<file path="src/pedc_pkg.sv">
// package for the link error detection and classification block
package pedc_pkg;

	// ============================================================
	// error classes
	typedef enum logic [1:0] {
		PEDC_CLS_NONE = 2'h0,
		PEDC_CLS_COR = 2'h1,
		PEDC_CLS_NONFATAL = 2'h2,
		PEDC_CLS_FATAL = 2'h3
	} pedc_class_t;

	// ============================================================
	// lane receive status codes
	localparam logic [2:0] PEDC_RXST_DECODE = 3'h4;
	localparam logic [2:0] PEDC_RXST_EB_OVF = 3'h5;
	localparam logic [2:0] PEDC_RXST_EB_UNF = 3'h6;
	localparam logic [2:0] PEDC_RXST_DISP = 3'h7;

	// ============================================================
	// training state codes
	typedef enum logic [3:0] {
		PEDC_LT_DETECT = 4'h0,
		PEDC_LT_POLLING = 4'h1,
		PEDC_LT_CONFIG = 4'h2,
		PEDC_LT_L0 = 4'h3,
		PEDC_LT_RECOVERY = 4'h4,
		PEDC_LT_L0S = 4'h5,
		PEDC_LT_L1 = 4'h6,
		PEDC_LT_L2 = 4'h7,
		PEDC_LT_DISABLE = 4'h8,
		PEDC_LT_LOOPBACK = 4'h9,
		PEDC_LT_HOTRESET = 4'hA
	} pedc_ltssm_t;

	// ============================================================
	// status flag positions
	localparam int PEDC_NUM_ERR = 10;
	localparam int PEDC_B_RXPORT = 0;
	localparam int PEDC_B_BADTLP = 1;
	localparam int PEDC_B_BADDLLP = 2;
	localparam int PEDC_B_RPL_TMO = 3;
	localparam int PEDC_B_RPL_ROLL = 4;
	localparam int PEDC_B_POISON = 5;
	localparam int PEDC_B_TRAIN = 6;
	localparam int PEDC_B_DLPROT = 7;
	localparam int PEDC_B_DESKEW = 8;
	localparam int PEDC_B_CTLSYM = 9;
	localparam logic [PEDC_NUM_ERR-1:0] PEDC_STAT_RST = 10'h000;

	// ============================================================
	// receive packet carrier (descriptor plus payload)
	typedef struct packed {
		logic valid;
		logic poisoned;
		logic [63:0] desc;
		logic [63:0] data;
	} pedc_rx_pkt_t;

	// ============================================================
	// data link layer events
	typedef struct packed {
		logic tlp_lcrc_bad;
		logic tlp_seq_bad;
		logic dllp_crc_bad;
		logic replay_timeout;
		logic replay_rollover;
		logic ack_valid;
		logic [11:0] acknowledge_sequence_field;
	} pedc_dll_ev_t;

	// ============================================================
	// error report
	typedef struct packed {
		logic cor;
		logic nonfatal;
		logic fatal;
	} pedc_report_t;

endpackage

</file>
<file path="src/pedc_seq_window.sv">
// checks an acknowledge sequence number against the outstanding window
`timescale 1ns/1ps
module pedc_seq_window #(
	parameter int SEQ_W = 12
) (
	input wire logic [SEQ_W-1:0] acked_seq,
	input wire logic [SEQ_W-1:0] next_tx_seq,
	input wire logic [SEQ_W-1:0] ack_seq,
	output logic bad
);
	logic [SEQ_W-1:0] dist_out;
	logic [SEQ_W-1:0] dist_ack;

	// modulo distances; valid ack lies in [acked_seq, next_tx_seq - 1]
	// re-acking the last acknowledged number is legal (duplicate ack)
	always_comb begin
		dist_out = next_tx_seq - acked_seq - 1'b1;
		dist_ack = ack_seq - acked_seq;
		bad = (dist_ack > dist_out);
	end
endmodule

</file>
<file path="src/pedc_classifier.sv">
// link error detection and classification core
`timescale 1ns/1ps
// Functional notes
// - basic and advanced error handling both present
// - every error lands in one of three classes
// - lane status codes 100..111 in L0 flag correctable
// - deskew buffer overflow flags correctable
// - control symbol on wrong lane flags correctable
// - detect entry from illegal state is fatal
// - bad LCRC or sequence number: correctable
// - bad link packet CRC: correctable
// - replay timer expiry: correctable
// - replay counter rollover: correctable
// - unmatched acknowledge sequence number is fatal
// - poisoned packet flagged non-fatal, still delivered
module pedc_classifier
	import pedc_pkg::*;
#(
	parameter int LANES = 4,
	parameter int SEQ_W = 12,
	parameter bit TRAIN_ERR_EN = 1'b1
) (
	input wire logic clk,
	input wire logic resetn,
	input wire logic [3*LANES-1:0] rx_status,
	input wire logic [LANES-1:0] lane_in_l0,
	input wire logic deskew_overflow,
	input wire logic [LANES-1:0] ctl_sym_bad_lane,
	input wire pedc_pkg::pedc_ltssm_t ltssm_state,
	input wire pedc_pkg::pedc_dll_ev_t dll_ev,
	input wire logic [SEQ_W-1:0] acked_seq,
	input wire logic [SEQ_W-1:0] next_tx_seq,
	input wire pedc_pkg::pedc_rx_pkt_t rx_pkt_in,
	input wire logic [pedc_pkg::PEDC_NUM_ERR-1:0] err_clear,
	output pedc_pkg::pedc_rx_pkt_t rx_pkt_out,
	output pedc_pkg::pedc_report_t err_report,
	output pedc_pkg::pedc_class_t err_class,
	output logic [pedc_pkg::PEDC_NUM_ERR-1:0] err_status,
	output logic [2:0] class_status
);
	import pedc_pkg::*;

	// ============================================================
	// physical layer detection
	logic [LANES-1:0] lane_err;
	logic rx_port_err;

	genvar g;
	generate
		for (g = 0; g < LANES; g++) begin : g_lane
			// top status bit set means one of the four error codes
			assign lane_err[g] = lane_in_l0[g] &
				rx_status[3*g+2];
		end
	endgenerate

	pedc_ltssm_t ltssm_r;
	pedc_ltssm_t ltssm_nxt;
	logic train_err;

	always_comb begin
		ltssm_nxt = ltssm_state;
		// hot reset, disable, loopback and L2 exits to detect are legal
		train_err = TRAIN_ERR_EN &&
			(ltssm_state == PEDC_LT_DETECT) &&
			(ltssm_r != PEDC_LT_DETECT) &&
			(ltssm_r != PEDC_LT_HOTRESET) &&
			(ltssm_r != PEDC_LT_DISABLE) &&
			(ltssm_r != PEDC_LT_LOOPBACK) &&
			(ltssm_r != PEDC_LT_L2);
	end

	always_ff @(posedge clk or negedge resetn) begin
		if (!resetn) begin
			ltssm_r <= PEDC_LT_DETECT;
		end else begin
			ltssm_r <= ltssm_nxt;
		end
	end

	// ============================================================
	// data link layer detection
	logic ack_mismatch;
	logic dl_prot_err;

	pedc_seq_window #(
		.SEQ_W(SEQ_W)
	) u_seq_window (
		.acked_seq(acked_seq),
		.next_tx_seq(next_tx_seq),
		.ack_seq(dll_ev.acknowledge_sequence_field[SEQ_W-1:0]),
		.bad(ack_mismatch)
	);

	assign dl_prot_err = dll_ev.ack_valid & ack_mismatch;

	// ============================================================
	// event vector and classification
	logic [PEDC_NUM_ERR-1:0] ev;

	always_comb begin
		ev = '0;
		rx_port_err = |lane_err;
		ev[PEDC_B_RXPORT] = rx_port_err | deskew_overflow |
			(|ctl_sym_bad_lane);
		ev[PEDC_B_DESKEW] = deskew_overflow;
		ev[PEDC_B_CTLSYM] = |ctl_sym_bad_lane;
		ev[PEDC_B_BADTLP] = dll_ev.tlp_lcrc_bad | dll_ev.tlp_seq_bad;
		ev[PEDC_B_BADDLLP] = dll_ev.dllp_crc_bad;
		ev[PEDC_B_RPL_TMO] = dll_ev.replay_timeout;
		ev[PEDC_B_RPL_ROLL] = dll_ev.replay_rollover;
		ev[PEDC_B_POISON] = rx_pkt_in.valid & rx_pkt_in.poisoned;
		ev[PEDC_B_TRAIN] = train_err;
		ev[PEDC_B_DLPROT] = dl_prot_err;
	end

	pedc_report_t rep_nxt;
	pedc_report_t rep_r;
	pedc_class_t cls_nxt;
	pedc_class_t cls_r;

	// worst class wins when several errors fire together
	always_comb begin
		rep_nxt.cor = ev[PEDC_B_RXPORT] | ev[PEDC_B_BADTLP] |
			ev[PEDC_B_BADDLLP] | ev[PEDC_B_RPL_TMO] |
			ev[PEDC_B_RPL_ROLL];
		rep_nxt.nonfatal = ev[PEDC_B_POISON];
		rep_nxt.fatal = ev[PEDC_B_TRAIN] | ev[PEDC_B_DLPROT];
		if (rep_nxt.fatal) begin
			cls_nxt = PEDC_CLS_FATAL;
		end else if (rep_nxt.nonfatal) begin
			cls_nxt = PEDC_CLS_NONFATAL;
		end else if (rep_nxt.cor) begin
			cls_nxt = PEDC_CLS_COR;
		end else begin
			cls_nxt = PEDC_CLS_NONE;
		end
	end

	// ============================================================
	// sticky status, set beats clear
	logic [PEDC_NUM_ERR-1:0] stat_r;
	logic [PEDC_NUM_ERR-1:0] stat_nxt;
	logic [2:0] cstat_r;
	logic [2:0] cstat_nxt;
	logic [2:0] cls_clr;

	always_comb begin
		stat_nxt = (stat_r & ~err_clear) | ev;
		// class summary clears only with all its member flags
		cls_clr[0] = &err_clear[4:0] & err_clear[PEDC_B_DESKEW] &
			err_clear[PEDC_B_CTLSYM];
		cls_clr[1] = err_clear[PEDC_B_POISON];
		cls_clr[2] = err_clear[PEDC_B_TRAIN] & err_clear[PEDC_B_DLPROT];
		cstat_nxt = (cstat_r & ~cls_clr) |
			{rep_nxt.fatal, rep_nxt.nonfatal, rep_nxt.cor};
	end

	always_ff @(posedge clk or negedge resetn) begin
		if (!resetn) begin
			stat_r <= PEDC_STAT_RST;
			cstat_r <= 3'h0;
			rep_r <= '0;
			cls_r <= PEDC_CLS_NONE;
		end else begin
			stat_r <= stat_nxt;
			cstat_r <= cstat_nxt;
			rep_r <= rep_nxt;
			cls_r <= cls_nxt;
		end
	end

	// ============================================================
	// receive path: poisoned packets pass through untouched
	pedc_rx_pkt_t pkt_r;
	pedc_rx_pkt_t pkt_nxt;

	always_comb begin
		pkt_nxt = rx_pkt_in;
	end

	always_ff @(posedge clk or negedge resetn) begin
		if (!resetn) begin
			pkt_r <= '0;
		end else begin
			pkt_r <= pkt_nxt;
		end
	end

	assign rx_pkt_out = pkt_r;
	assign err_report = rep_r;
	assign err_class = cls_r;
	assign err_status = stat_r;
	assign class_status = cstat_r;

	// ============================================================
	// assertions
	poison_pass_a: assert property (
		@(posedge clk) disable iff (!resetn)
		rx_pkt_in.valid && rx_pkt_in.poisoned |=>
		rx_pkt_out.valid && rx_pkt_out.poisoned && err_report.nonfatal &&
		err_status[PEDC_B_POISON])
		else $error("poisoned packet not delivered or not flagged");

	sticky_hold_a: assert property (
		@(posedge clk) disable iff (!resetn)
		err_status[PEDC_B_BADTLP] && !err_clear[PEDC_B_BADTLP] |=>
		err_status[PEDC_B_BADTLP])
		else $error("status flag dropped without clear");

	set_wins_a: assert property (
		@(posedge clk) disable iff (!resetn)
		dll_ev.dllp_crc_bad && err_clear[PEDC_B_BADDLLP] |=>
		err_status[PEDC_B_BADDLLP])
		else $error("event lost against clear");

	train_err_a: assert property (
		@(posedge clk) disable iff (!resetn)
		$past(ltssm_state) == PEDC_LT_L0 && ltssm_state == PEDC_LT_DETECT
		&& TRAIN_ERR_EN |=> err_report.fatal && err_class == PEDC_CLS_FATAL)
		else $error("illegal detect entry not fatal");

	train_ok_a: assert property (
		@(posedge clk) disable iff (!resetn)
		$past(ltssm_state) == PEDC_LT_HOTRESET &&
		ltssm_state == PEDC_LT_DETECT && !dl_prot_err |=>
		!err_report.fatal)
		else $error("legal detect entry flagged");

	lane_code_a: assert property (
		@(posedge clk) disable iff (!resetn)
		lane_in_l0[0] && rx_status[2:0] == PEDC_RXST_EB_UNF |=>
		err_report.cor && err_status[PEDC_B_RXPORT])
		else $error("lane status error not flagged");

	deskew_a: assert property (
		@(posedge clk) disable iff (!resetn)
		deskew_overflow |=> err_status[PEDC_B_RXPORT] &&
		err_status[PEDC_B_DESKEW] && class_status[0])
		else $error("deskew overflow not flagged");

	ctl_sym_a: assert property (
		@(posedge clk) disable iff (!resetn)
		|ctl_sym_bad_lane |=> err_status[PEDC_B_CTLSYM] &&
		err_report.cor)
		else $error("control symbol error not flagged");

	bad_tlp_a: assert property (
		@(posedge clk) disable iff (!resetn)
		dll_ev.tlp_seq_bad |=> err_report.cor &&
		err_status[PEDC_B_BADTLP])
		else $error("bad packet not flagged");

	lcrc_bad_a: assert property (
		@(posedge clk) disable iff (!resetn)
		dll_ev.tlp_lcrc_bad |=> err_report.cor &&
		err_status[PEDC_B_BADTLP])
		else $error("packet check failure not flagged");

	dllp_bad_a: assert property (
		@(posedge clk) disable iff (!resetn)
		dll_ev.dllp_crc_bad |=> err_report.cor &&
		err_status[PEDC_B_BADDLLP])
		else $error("link packet check failure not flagged");

	replay_a: assert property (
		@(posedge clk) disable iff (!resetn)
		dll_ev.replay_timeout || dll_ev.replay_rollover |=>
		err_report.cor)
		else $error("replay event not flagged");

	dl_prot_a: assert property (
		@(posedge clk) disable iff (!resetn)
		dll_ev.ack_valid &&
		dll_ev.acknowledge_sequence_field[SEQ_W-1:0] == next_tx_seq |=>
		err_report.fatal && err_status[PEDC_B_DLPROT])
		else $error("unmatched ack not fatal");

	// a repeated ack of the newest acknowledged number must stay quiet
	ack_dup_a: assert property (
		@(posedge clk) disable iff (!resetn)
		dll_ev.ack_valid && !err_status[PEDC_B_DLPROT] &&
		dll_ev.acknowledge_sequence_field[SEQ_W-1:0] == acked_seq |=>
		!err_status[PEDC_B_DLPROT])
		else $error("duplicate ack flagged");

	cls_order_a: assert property (
		@(posedge clk) disable iff (!resetn)
		err_report.fatal |-> err_class == PEDC_CLS_FATAL)
		else $error("class priority wrong");

	class_nonfatal_a: assert property (
		@(posedge clk) disable iff (!resetn)
		err_report.nonfatal && !err_report.fatal |->
		err_class == PEDC_CLS_NONFATAL)
		else $error("non-fatal class wrong");

	class_cor_a: assert property (
		@(posedge clk) disable iff (!resetn)
		err_report.cor && !err_report.nonfatal && !err_report.fatal |->
		err_class == PEDC_CLS_COR)
		else $error("correctable class wrong");

	class_none_a: assert property (
		@(posedge clk) disable iff (!resetn)
		err_class == PEDC_CLS_NONE |->
		!err_report.cor && !err_report.nonfatal && !err_report.fatal)
		else $error("report without class");

	class_sticky_a: assert property (
		@(posedge clk) disable iff (!resetn)
		({err_report.fatal, err_report.nonfatal, err_report.cor} &
		~class_status) == 3'h0)
		else $error("class summary missed a report");
endmodule

</file>
<file path="config.mk">
export PLATFORM = sky130hd
export DESIGN_NAME = pedc_classifier
export DESIGN_NICKNAME = d
export VERILOG_FILES = /design/src/pedc_pkg.sv /design/src/pedc_seq_window.sv /design/src/pedc_classifier.sv
export SDC_FILE = /design/constraint.sdc
export NUM_CORES = 1
export LEC_CHECK = 0
export BUFFER_PORTS_ARGS = -buffer_cell sky130_fd_sc_hd__buf_2
export CAP_MARGIN = 25
export CORE_AREA = 2 2 138 140
export DETAILED_ROUTE_END_ITERATION = 6
export DIE_AREA = 0 0 140 142
export SLEW_MARGIN = 20
export SYNTH_ARGS = -nofsm -noshare
export SYNTH_HDL_FRONTEND = slang
export SYNTH_HIERARCHICAL = 1
export SYNTH_SLANG_ARGS = --single-unit
</file>
<file path="constraint.sdc">
create_clock -name clk -period 1.05 [get_ports clk]
set_input_delay 0.21 -clock clk [delete_from_list [all_inputs] [get_ports clk]]
set_output_delay 0.21 -clock clk [all_outputs]
set_load 0.05 [all_outputs]
</file>
After elaboration in Yosys (flattened, before gate mapping) --
Cells that the tools add are included.
Operators by class: mux-type cells 3, bitwise logic cells 23, reductions and logical operators 10, eq/ne operators 4, add/sub/neg operators 3, $lt $le $gt $ge 1
Operators with widths (count):
- 12-bit subtractor | 2
- 12-bit greater-than comparator | 1
- 4-bit inequality test, second input constant | 3
- 12-bit by 1-bit subtractor with 12-bit output, second input constant | 1
- 10-bit AND | 1
- 10-bit inverter | 1
- 10-bit bitwise OR | 1
- 1-bit AND | 9
- 1-bit bitwise OR | 8
- 4-bit OR reduction | 2
- 1-bit logical AND | 5
- 5-bit AND reduction | 1
- 4-bit zero test | 1
- 2-bit 2-to-1 mux | 2
- 4-bit by 3-bit inequality test with 1-bit output, second input constant | 1
- 4-bit nonzero test | 1
- 3-bit AND | 1
- 3-bit inverter | 1
- 3-bit bitwise OR | 1
- 1-bit 2-to-1 mux | 1
Word-level totals: logic and storage cells 55, output and inout bits 148, bits of input ports 209, register bits after elaboration 152

Logic depth before layout (Yosys ltp) --
Gate-level depths: netlist of run 1.
depth in word-level cells 11, gate-level depth with buffers 16, mapped depth without buffers 16

Cells and area by module --
Netlist of run 1, hierarchy kept.
Modules (own cells, without submodules):
- pedc_classifier | cells each 200, area an instance 4072.7 µm², instances 1, sequential area each 3803.6 µm²
- pedc_seq_window | cells each 158, area an instance 1228.7 µm², instances 1, sequential area each 0.0 µm²

Least setup slack after synthesis of run 1 --
Ideal clock, no wire load.
path kind input -> register, from input acked_seq[1], to register cls_r[0] (netlist: err_class[0]), setup time 0.136 ns, stages 14, arrival 2.452 ns, path buffers 0, data required time 0.914 ns, slack -1.539 ns, cells stage by stage inv_1 -> ha_1 -> nor2b_1 -> o31a_1 -> o41ai_2 -> o21bai_1 -> xor2_1 -> ha_1 -> a21oi_1 -> nor2_1 -> a211oi_1 -> a21oi_1 -> nand2_1 -> o211ai_2
On the way: longest elaborated chain between the ends 6, elaborated cells on any way between the ends 7, those cells by class add/sub (3); order compare (1); mux (1); bitwise (2)
RTL lines:
- start, declared | line pedc_classifier.sv:31 | input wire logic [SEQ_W-1:0] acked_seq,
- 12-bit subtractor | line pedc_seq_window.sv:17 | dist_out = next_tx_seq - acked_seq - 1'b1;
- 12-bit by 1-bit subtractor with 12-bit output | line pedc_seq_window.sv:17
- 12-bit greater-than comparator * | line pedc_seq_window.sv:19 | bad = (dist_ack > dist_out);
- named net ack_mismatch | line pedc_classifier.sv:83 | logic ack_mismatch;
- 1-bit AND * | line pedc_classifier.sv:95 | assign dl_prot_err = dll_ev.ack_valid & ack_mismatch;
- 1-bit bitwise OR * | line pedc_classifier.sv:128 | rep_nxt.fatal = ev[PEDC_B_TRAIN] | ev[PEDC_B_DLPROT];
- 2-bit 2-to-1 mux * | line pedc_classifier.sv:129 | if (rep_nxt.fatal) begin
- named net cls_nxt[0] | line pedc_classifier.sv:119 | pedc_class_t cls_nxt;
- end signal, assigned | line pedc_classifier.sv:169 | cls_r <= cls_nxt;
- end, declared | line pedc_classifier.sv:120 | pedc_class_t cls_r;
The timed path passes the listed nets; every way through them passes the cells marked *.

Final worst setup path of run 1 --
Same ends and word-level chain as after synthesis.

==> flow_summary.ini, run 1 <==
[global_route]
grt_pass1_vias = 5496
grt_usage_pct = 21.21
gr-total-overflow = 0
grt_max_degree = 30
antenna_found_initial = 2
grt_pass1_wl_um = 31370

[logic_synthesis]
syn-num-nets = 603
syn_avg_cell_area_um2 = 14.81
seq_area_frac_synth_pct = 71.75
post_synth_num_cell_types = 37
ys_ff_latch = 152
synthesis.instances = 358
syn-cell-area_um2 = 5301
yosys_warnings = 6

[worst_setup_path]
start_kind = input pin
path_max_fanout = 5
cp.required_ps = 1340
startpoint = acked_seq[1]
endpoint_kind = register
r2r_cells = 4
crit_type = in2reg
r2r_start = ltssm_r[0]
arrival_ps = 2650

[floorplanning]
initial_utilization_pct = 28.73
die_x_um = 140
rows = 50
coreArea_um2 = 18460
dieHeight_um = 142
pin_count = 357
die_area_um2 = 19880

[route]
first_pass_iters = 7
via_per_inst = 4.296
drtIter0Drc = 137
totalWireLength_um = 21150
ant_nets = 0
drc_errors = 26
wl_per_cell_um = 18.05
vias = 5035

[power]
p_sw_share_pct = 31.69
clock_power_share_pct = 35.2
switching_power_w = 0.005418
combinationalPowerShare_pct = 27.3
p_int_w = 0.01168
powerDensity_nw_per_um2 = 1557
p_seq_share_pct = 37.5
vdd_drop_max_mv = 1.064
p_leak_nw = 5.435

[timing]
period_minus_slack_ps = 2358
setup_ws_ps = -1308
min_period_over_period_pct = 224.6
rsz0062_at_grt = true
setup_viol_count_final = 154
slew_viol_final = 0
finClkSkew_ps = 8.706
hold_viol = 0
worst_pin_slew_ps = 360.6
relSlewSlack_pct = 75.74
whs_ps = 29.49
max_freq_mhz = 424.1

[finish]
stdcell_count = 1172
final_common_cell = buf_2
final_util_pct = 59.49
design_area_um2 = 10980
final_nets = 1170
synthToLayoutAreaGrowth_pct = 107.1
drive_gt1_share_pct = 50.27
mostFrequentLayoutCells = 195 x buf_2, 153 x buf_6, 152 x dfrtp_1

[clocking]
cts.sinks = 152
htreeDepth = 4
cts_tree = done
insertion_delay_ps = 420
cts_buffer_depth = 2
cts_made_buffers = 17
root_buffer = clkbuf_16
cts.clk_slew.worst_paths_ps = 60

[place]
place_area_um2 = 7821
dp_hpwl_um = 14210
dp.cells = 986
io_buffer_count = 348
place_congestion = 0.8322

[status]
violations = design-rule violations, negative setup slack
status = complete, but fails checks

[job]
cap_violations = 0

[hold_path]
hp-start = dll_ev[16]
min_path_type = in2reg
holdPathStages = 3
## layer usage
metal  track usage, %  routed length [um]  vias to the layer above
li1                 -                   -                     2369
met1            23.37                7902                     2410
met2            38.37               11210                      207
met3            6.326                1315                       47
met4            8.772                 712                        2
met5                0                  14                        -
## worst paths after layout
check,to,slack [ps]
max,err_class[0],-1310
min,err_status[1],30
max reg2reg,err_class[0],-160
min reg2reg,err_status[2],500
max in group asynchronous,rx_pkt_out[46],280
min in group asynchronous,rx_pkt_out[116],260
## cell type report
type | count | area, um2
clock inverters | 13 | 132.6
diodes | 1 | 2.502
repair buffers | 549 | 4638
flip-flops and latches | 152 | 3804
inverters | 30 | 123.9
well taps | 234 | 292.8
fillers | 1430 | 7476
clock buffers | 18 | 439.2
multi-input cells | 175 | 1546
## what timing repair did
action,4_1_cts,5_1_grt
endpoints found under the setup margin,154,156
hold endpoints to repair,283,0
gates resized for setup,309,19
pin swaps,6,17
hold buffers,146,0
buffers inserted,4,4
## through the flow
step                      setup WS [ps]  power (W)  setup TNS (ps)
final                             -1308    0.01710          -23320
after global routing              -1471    0.01788          -29780
after CTS                         -1238    0.01706          -25710
after detailed placement          -1763   0.009987           -9339
after global placement            -1730   0.009960           -9071
after floorplan                   -1446   0.008588           -7175
## flip-flops by register name, indices dropped and copies added (netlist names)
name          cells
ltssm_r           4
class_status      3
rx_pkt_out      130
err_class         2
err_report        3
err_status       10
## cell usage after synthesis, drive strengths merged
master / count / share of area, %
dfrtp: 152 / 72
ha: 34 / 8.0
inv: 30 / 2.1
a21oi: 15 / 1.4
o21ai: 15 / 1.4
nand2: 14 / 0.99
a21o: 12 / 1.7
xnor2: 11 / 1.8
nor2: 9 / 0.64
xor2: 9 / 1.5
nand4: 8 / 0.94
a31oi: 5 / 0.59
nand3: 5 / 0.47
o21bai: 5 / 0.71
nor2b: 4 / 0.61
and3: 3 / 0.45
o211ai: 3 / 0.61
o21a: 3 / 0.42
a211oi: 2 / 0.28
a31o: 2 / 0.33
fa: 2 / 0.76
nor3: 2 / 0.19
nor4: 2 / 0.35
o2bb2ai: 2 / 0.33
o31a: 2 / 0.33
a221o: 1 / 0.19
a222oi: 1 / 0.19
clkbuf: 1 / 0.071
maj3: 1 / 0.21
o2111ai: 1 / 0.17
o41ai: 1 / 0.31
or2: 1 / 0.12
## power by group through the flow
stage          Sequential (W)  Clock [W]  Combinational [W]
2_1_floorplan         0.00766          0           0.000928
3_3_place_gp          0.00641          0            0.00355
3_5_place_dp          0.00642          0            0.00357
4_1_cts               0.00640    0.00616            0.00450
5_1_grt               0.00644    0.00648            0.00496
6_report              0.00641    0.00602            0.00467
## worst max-delay path, cell delays in order
cell and delay [ps]:
buf_8 100, inv_6 50, ha_4 190, nor2b_4 120, o31a_1 320, o41ai_4 370, o21bai_1 120, xor2_1 160
ha_1 310, a21oi_2 140, nor2_1 60, a211oi_2 160, a21oi_1 110, nand2_2 140, o211ai_2 90
## cells by family after synthesis
kind of cell               synth area share (%)
xor gates and xnor gates                  3.304
AOI/OAI and AO/OA                         8.992
DFF                                       71.75
adders and majority gates                 8.992
and+or+nand+nor                           4.767
buffers and inverters                     2.195
Power figures use the tool's default switching activity.
==> run 2, diff against run 1 <==
- CORE_AREA: 2 2 138 140 -> 3 3 139 141
- DIE_AREA: 0 0 140 142 -> 0 0 142 144
==> flow_summary.ini, run 2 (synthesized netlist as in run 1, its figures left out) <==
[timing]
slew_viol_final = 0
period_minus_slack_ps = 2345
setup_viol_count_final = 154
tns_ps = -24260
finClkSkew_ps = 3.920
rsz0062_at_grt = true
relSlewSlack_pct = 62.12
max_freq_mhz = 426.4
setup_ws_ps = -1295
whs_ps = 27.40
worst_pin_slew_ps = 563.0
min_period_over_period_pct = 223.4
hold_viol = 0

[route]
wl_per_cell_um = 19.24
vias = 5017
drc_errors = 0
totalWireLength_um = 22330
drtIter0Drc = 180
via_per_inst = 4.321
ant_nets = 0
first_pass_iters = 4

[hold_path]
min_path_type = in2reg
hp-start = deskew_overflow

[power]
powerDensity_nw_per_um2 = 1561
vdd_drop_max_mv = 1.500
p_leak_nw = 5.373
power_w = 0.01698

[finish]
mostFrequentLayoutCells = 195 x buf_2, 152 x dfrtp_1, 152 x buf_6
synthToLayoutAreaGrowth_pct = 105.1
final_common_cell = buf_2
largest_register_ffs = 130
fill_cells = 1335
register_area_um2 = 3804
drive_gt1_share_pct = 49.95
final_nets = 1163
multi_input_area_um2 = 1523

[floorplanning]
die_area_um2 = 20450
rows = 49
coreArea_um2 = 18090
initial_utilization_pct = 29.31
dieHeight_um = 144
die_x_um = 142
pin_count = 357

[worst_setup_path]
start_kind = input pin
crit_chain = buf_8 > inv_4 > ha_4 > inv_2 > fa_2 > nor2b_4 > o31a_1 > or2_1 > a221o_1 > xnor2_1 > ha_1 > nand4_1 > o21bai_4 > a21oi_2 > nand2_2 > o21ai_1
max_stage_delay_ps = 310
r2r_slack_ps = -150
endpoint_kind = register
arrival_ps = 2680
startpoint = acked_seq[0]
r2r_start = ltssm_r[0]
crit_type = in2reg
cp.required_ps = 1380
path_max_fanout = 5
slowest_stage = a221o_1

[place]
io_buffer_count = 348
dp_hpwl_um = 14670
place_congestion = 0.7955

[global_route]
grt_max_degree = 39
grt_pass1_wl_um = 32110
gr-total-overflow = 0
antenna_found_initial = 1
grt_usage_pct = 20.79
grt_pass1_vias = 5617

[clocking]
insertion_delay_ps = 410
cts_buffer_depth = 2
cts_made_buffers = 17
root_buffer = clkbuf_16
cts_tree = done
cts.clk_slew.worst_paths_ps = 70
htreeDepth = 4
cts.sinks = 152

[status]
status = complete, but fails checks
violations = negative setup slack

[job]
cap_violations = 0
run 2: metal layers:
metal  up-vias  share of wire (%)  track usage [%]
met1      2381                 37            23.97
li1       2349                  -                -
met2       239                 51            35.70
met3        46                8.2            7.176
met5         -              0.058                0
met4         2                3.4            8.131
run 2: path summary, 6_finish.rpt:
kind / endpoint / cells after the start
max in group asynchronous: rx_pkt_out[29] / 3
setup / recovery: err_status[7] / 16
setup reg to reg: err_class[0] / 3
min in group asynchronous: rx_pkt_out[109] / 2
hold reg to reg: err_status[8] / 1
hold / removal: err_status[8] / 2
run 2: cell type report:
| cell class | instances | area share (%) |
|---|---|---|
| Clock buffer | 17 | 3.912 |
| Sequential cell | 152 | 34.98 |
| Antenna cell | 1 | 0.02301 |
| Inverter | 30 | 1.116 |
| Clock inverter | 15 | 1.473 |
| Timing Repair Buffer | 542 | 41.86 |
| Multi-Input combinational cell | 175 | 14.00 |
| Tap cell | 229 | 2.635 |
run 2: what timing repair did:
| action | in CTS | in global routing |
|---|---|---|
| buffers inserted | 1 | 3 |
| endpoints found under the setup margin | 154 | 154 |
| gates resized for setup | 307 | 10 |
| pin swaps | 5 | 5 |
| hold endpoints to repair | 294 | 0 |
| hold buffers | 142 | 0 |
run 2: critical path, delay by kind of cell:
kind	cells	cell delay, ps
AOI/OAI and AO/OA	5	1000
xor gates and xnor gates	1	130
adders and majority gates	3	640
buffers and inverters	3	160
and+or+nand+nor	4	530
run 2: through the flow:
step	setup slack, ps	cells	util [%]	area [um2]
after floorplan	-1446	358	-	5381
after global placement	-1718	982	43.18	7810
after detailed placement	-1774	982	43.18	7810
after CTS	-1251	1157	59.75	10810
after global routing	-1460	1160	60.11	10870
final	-1295	1161	60.12	10870
run 2: where the power goes:
part	internal [W]	switching [W]	total, W
sequential	0.00620	0.000221	0.00643
clock	0.00317	0.00278	0.00596
combinational	0.00203	0.00256	0.00459
total	0.0114	0.00557	0.0170
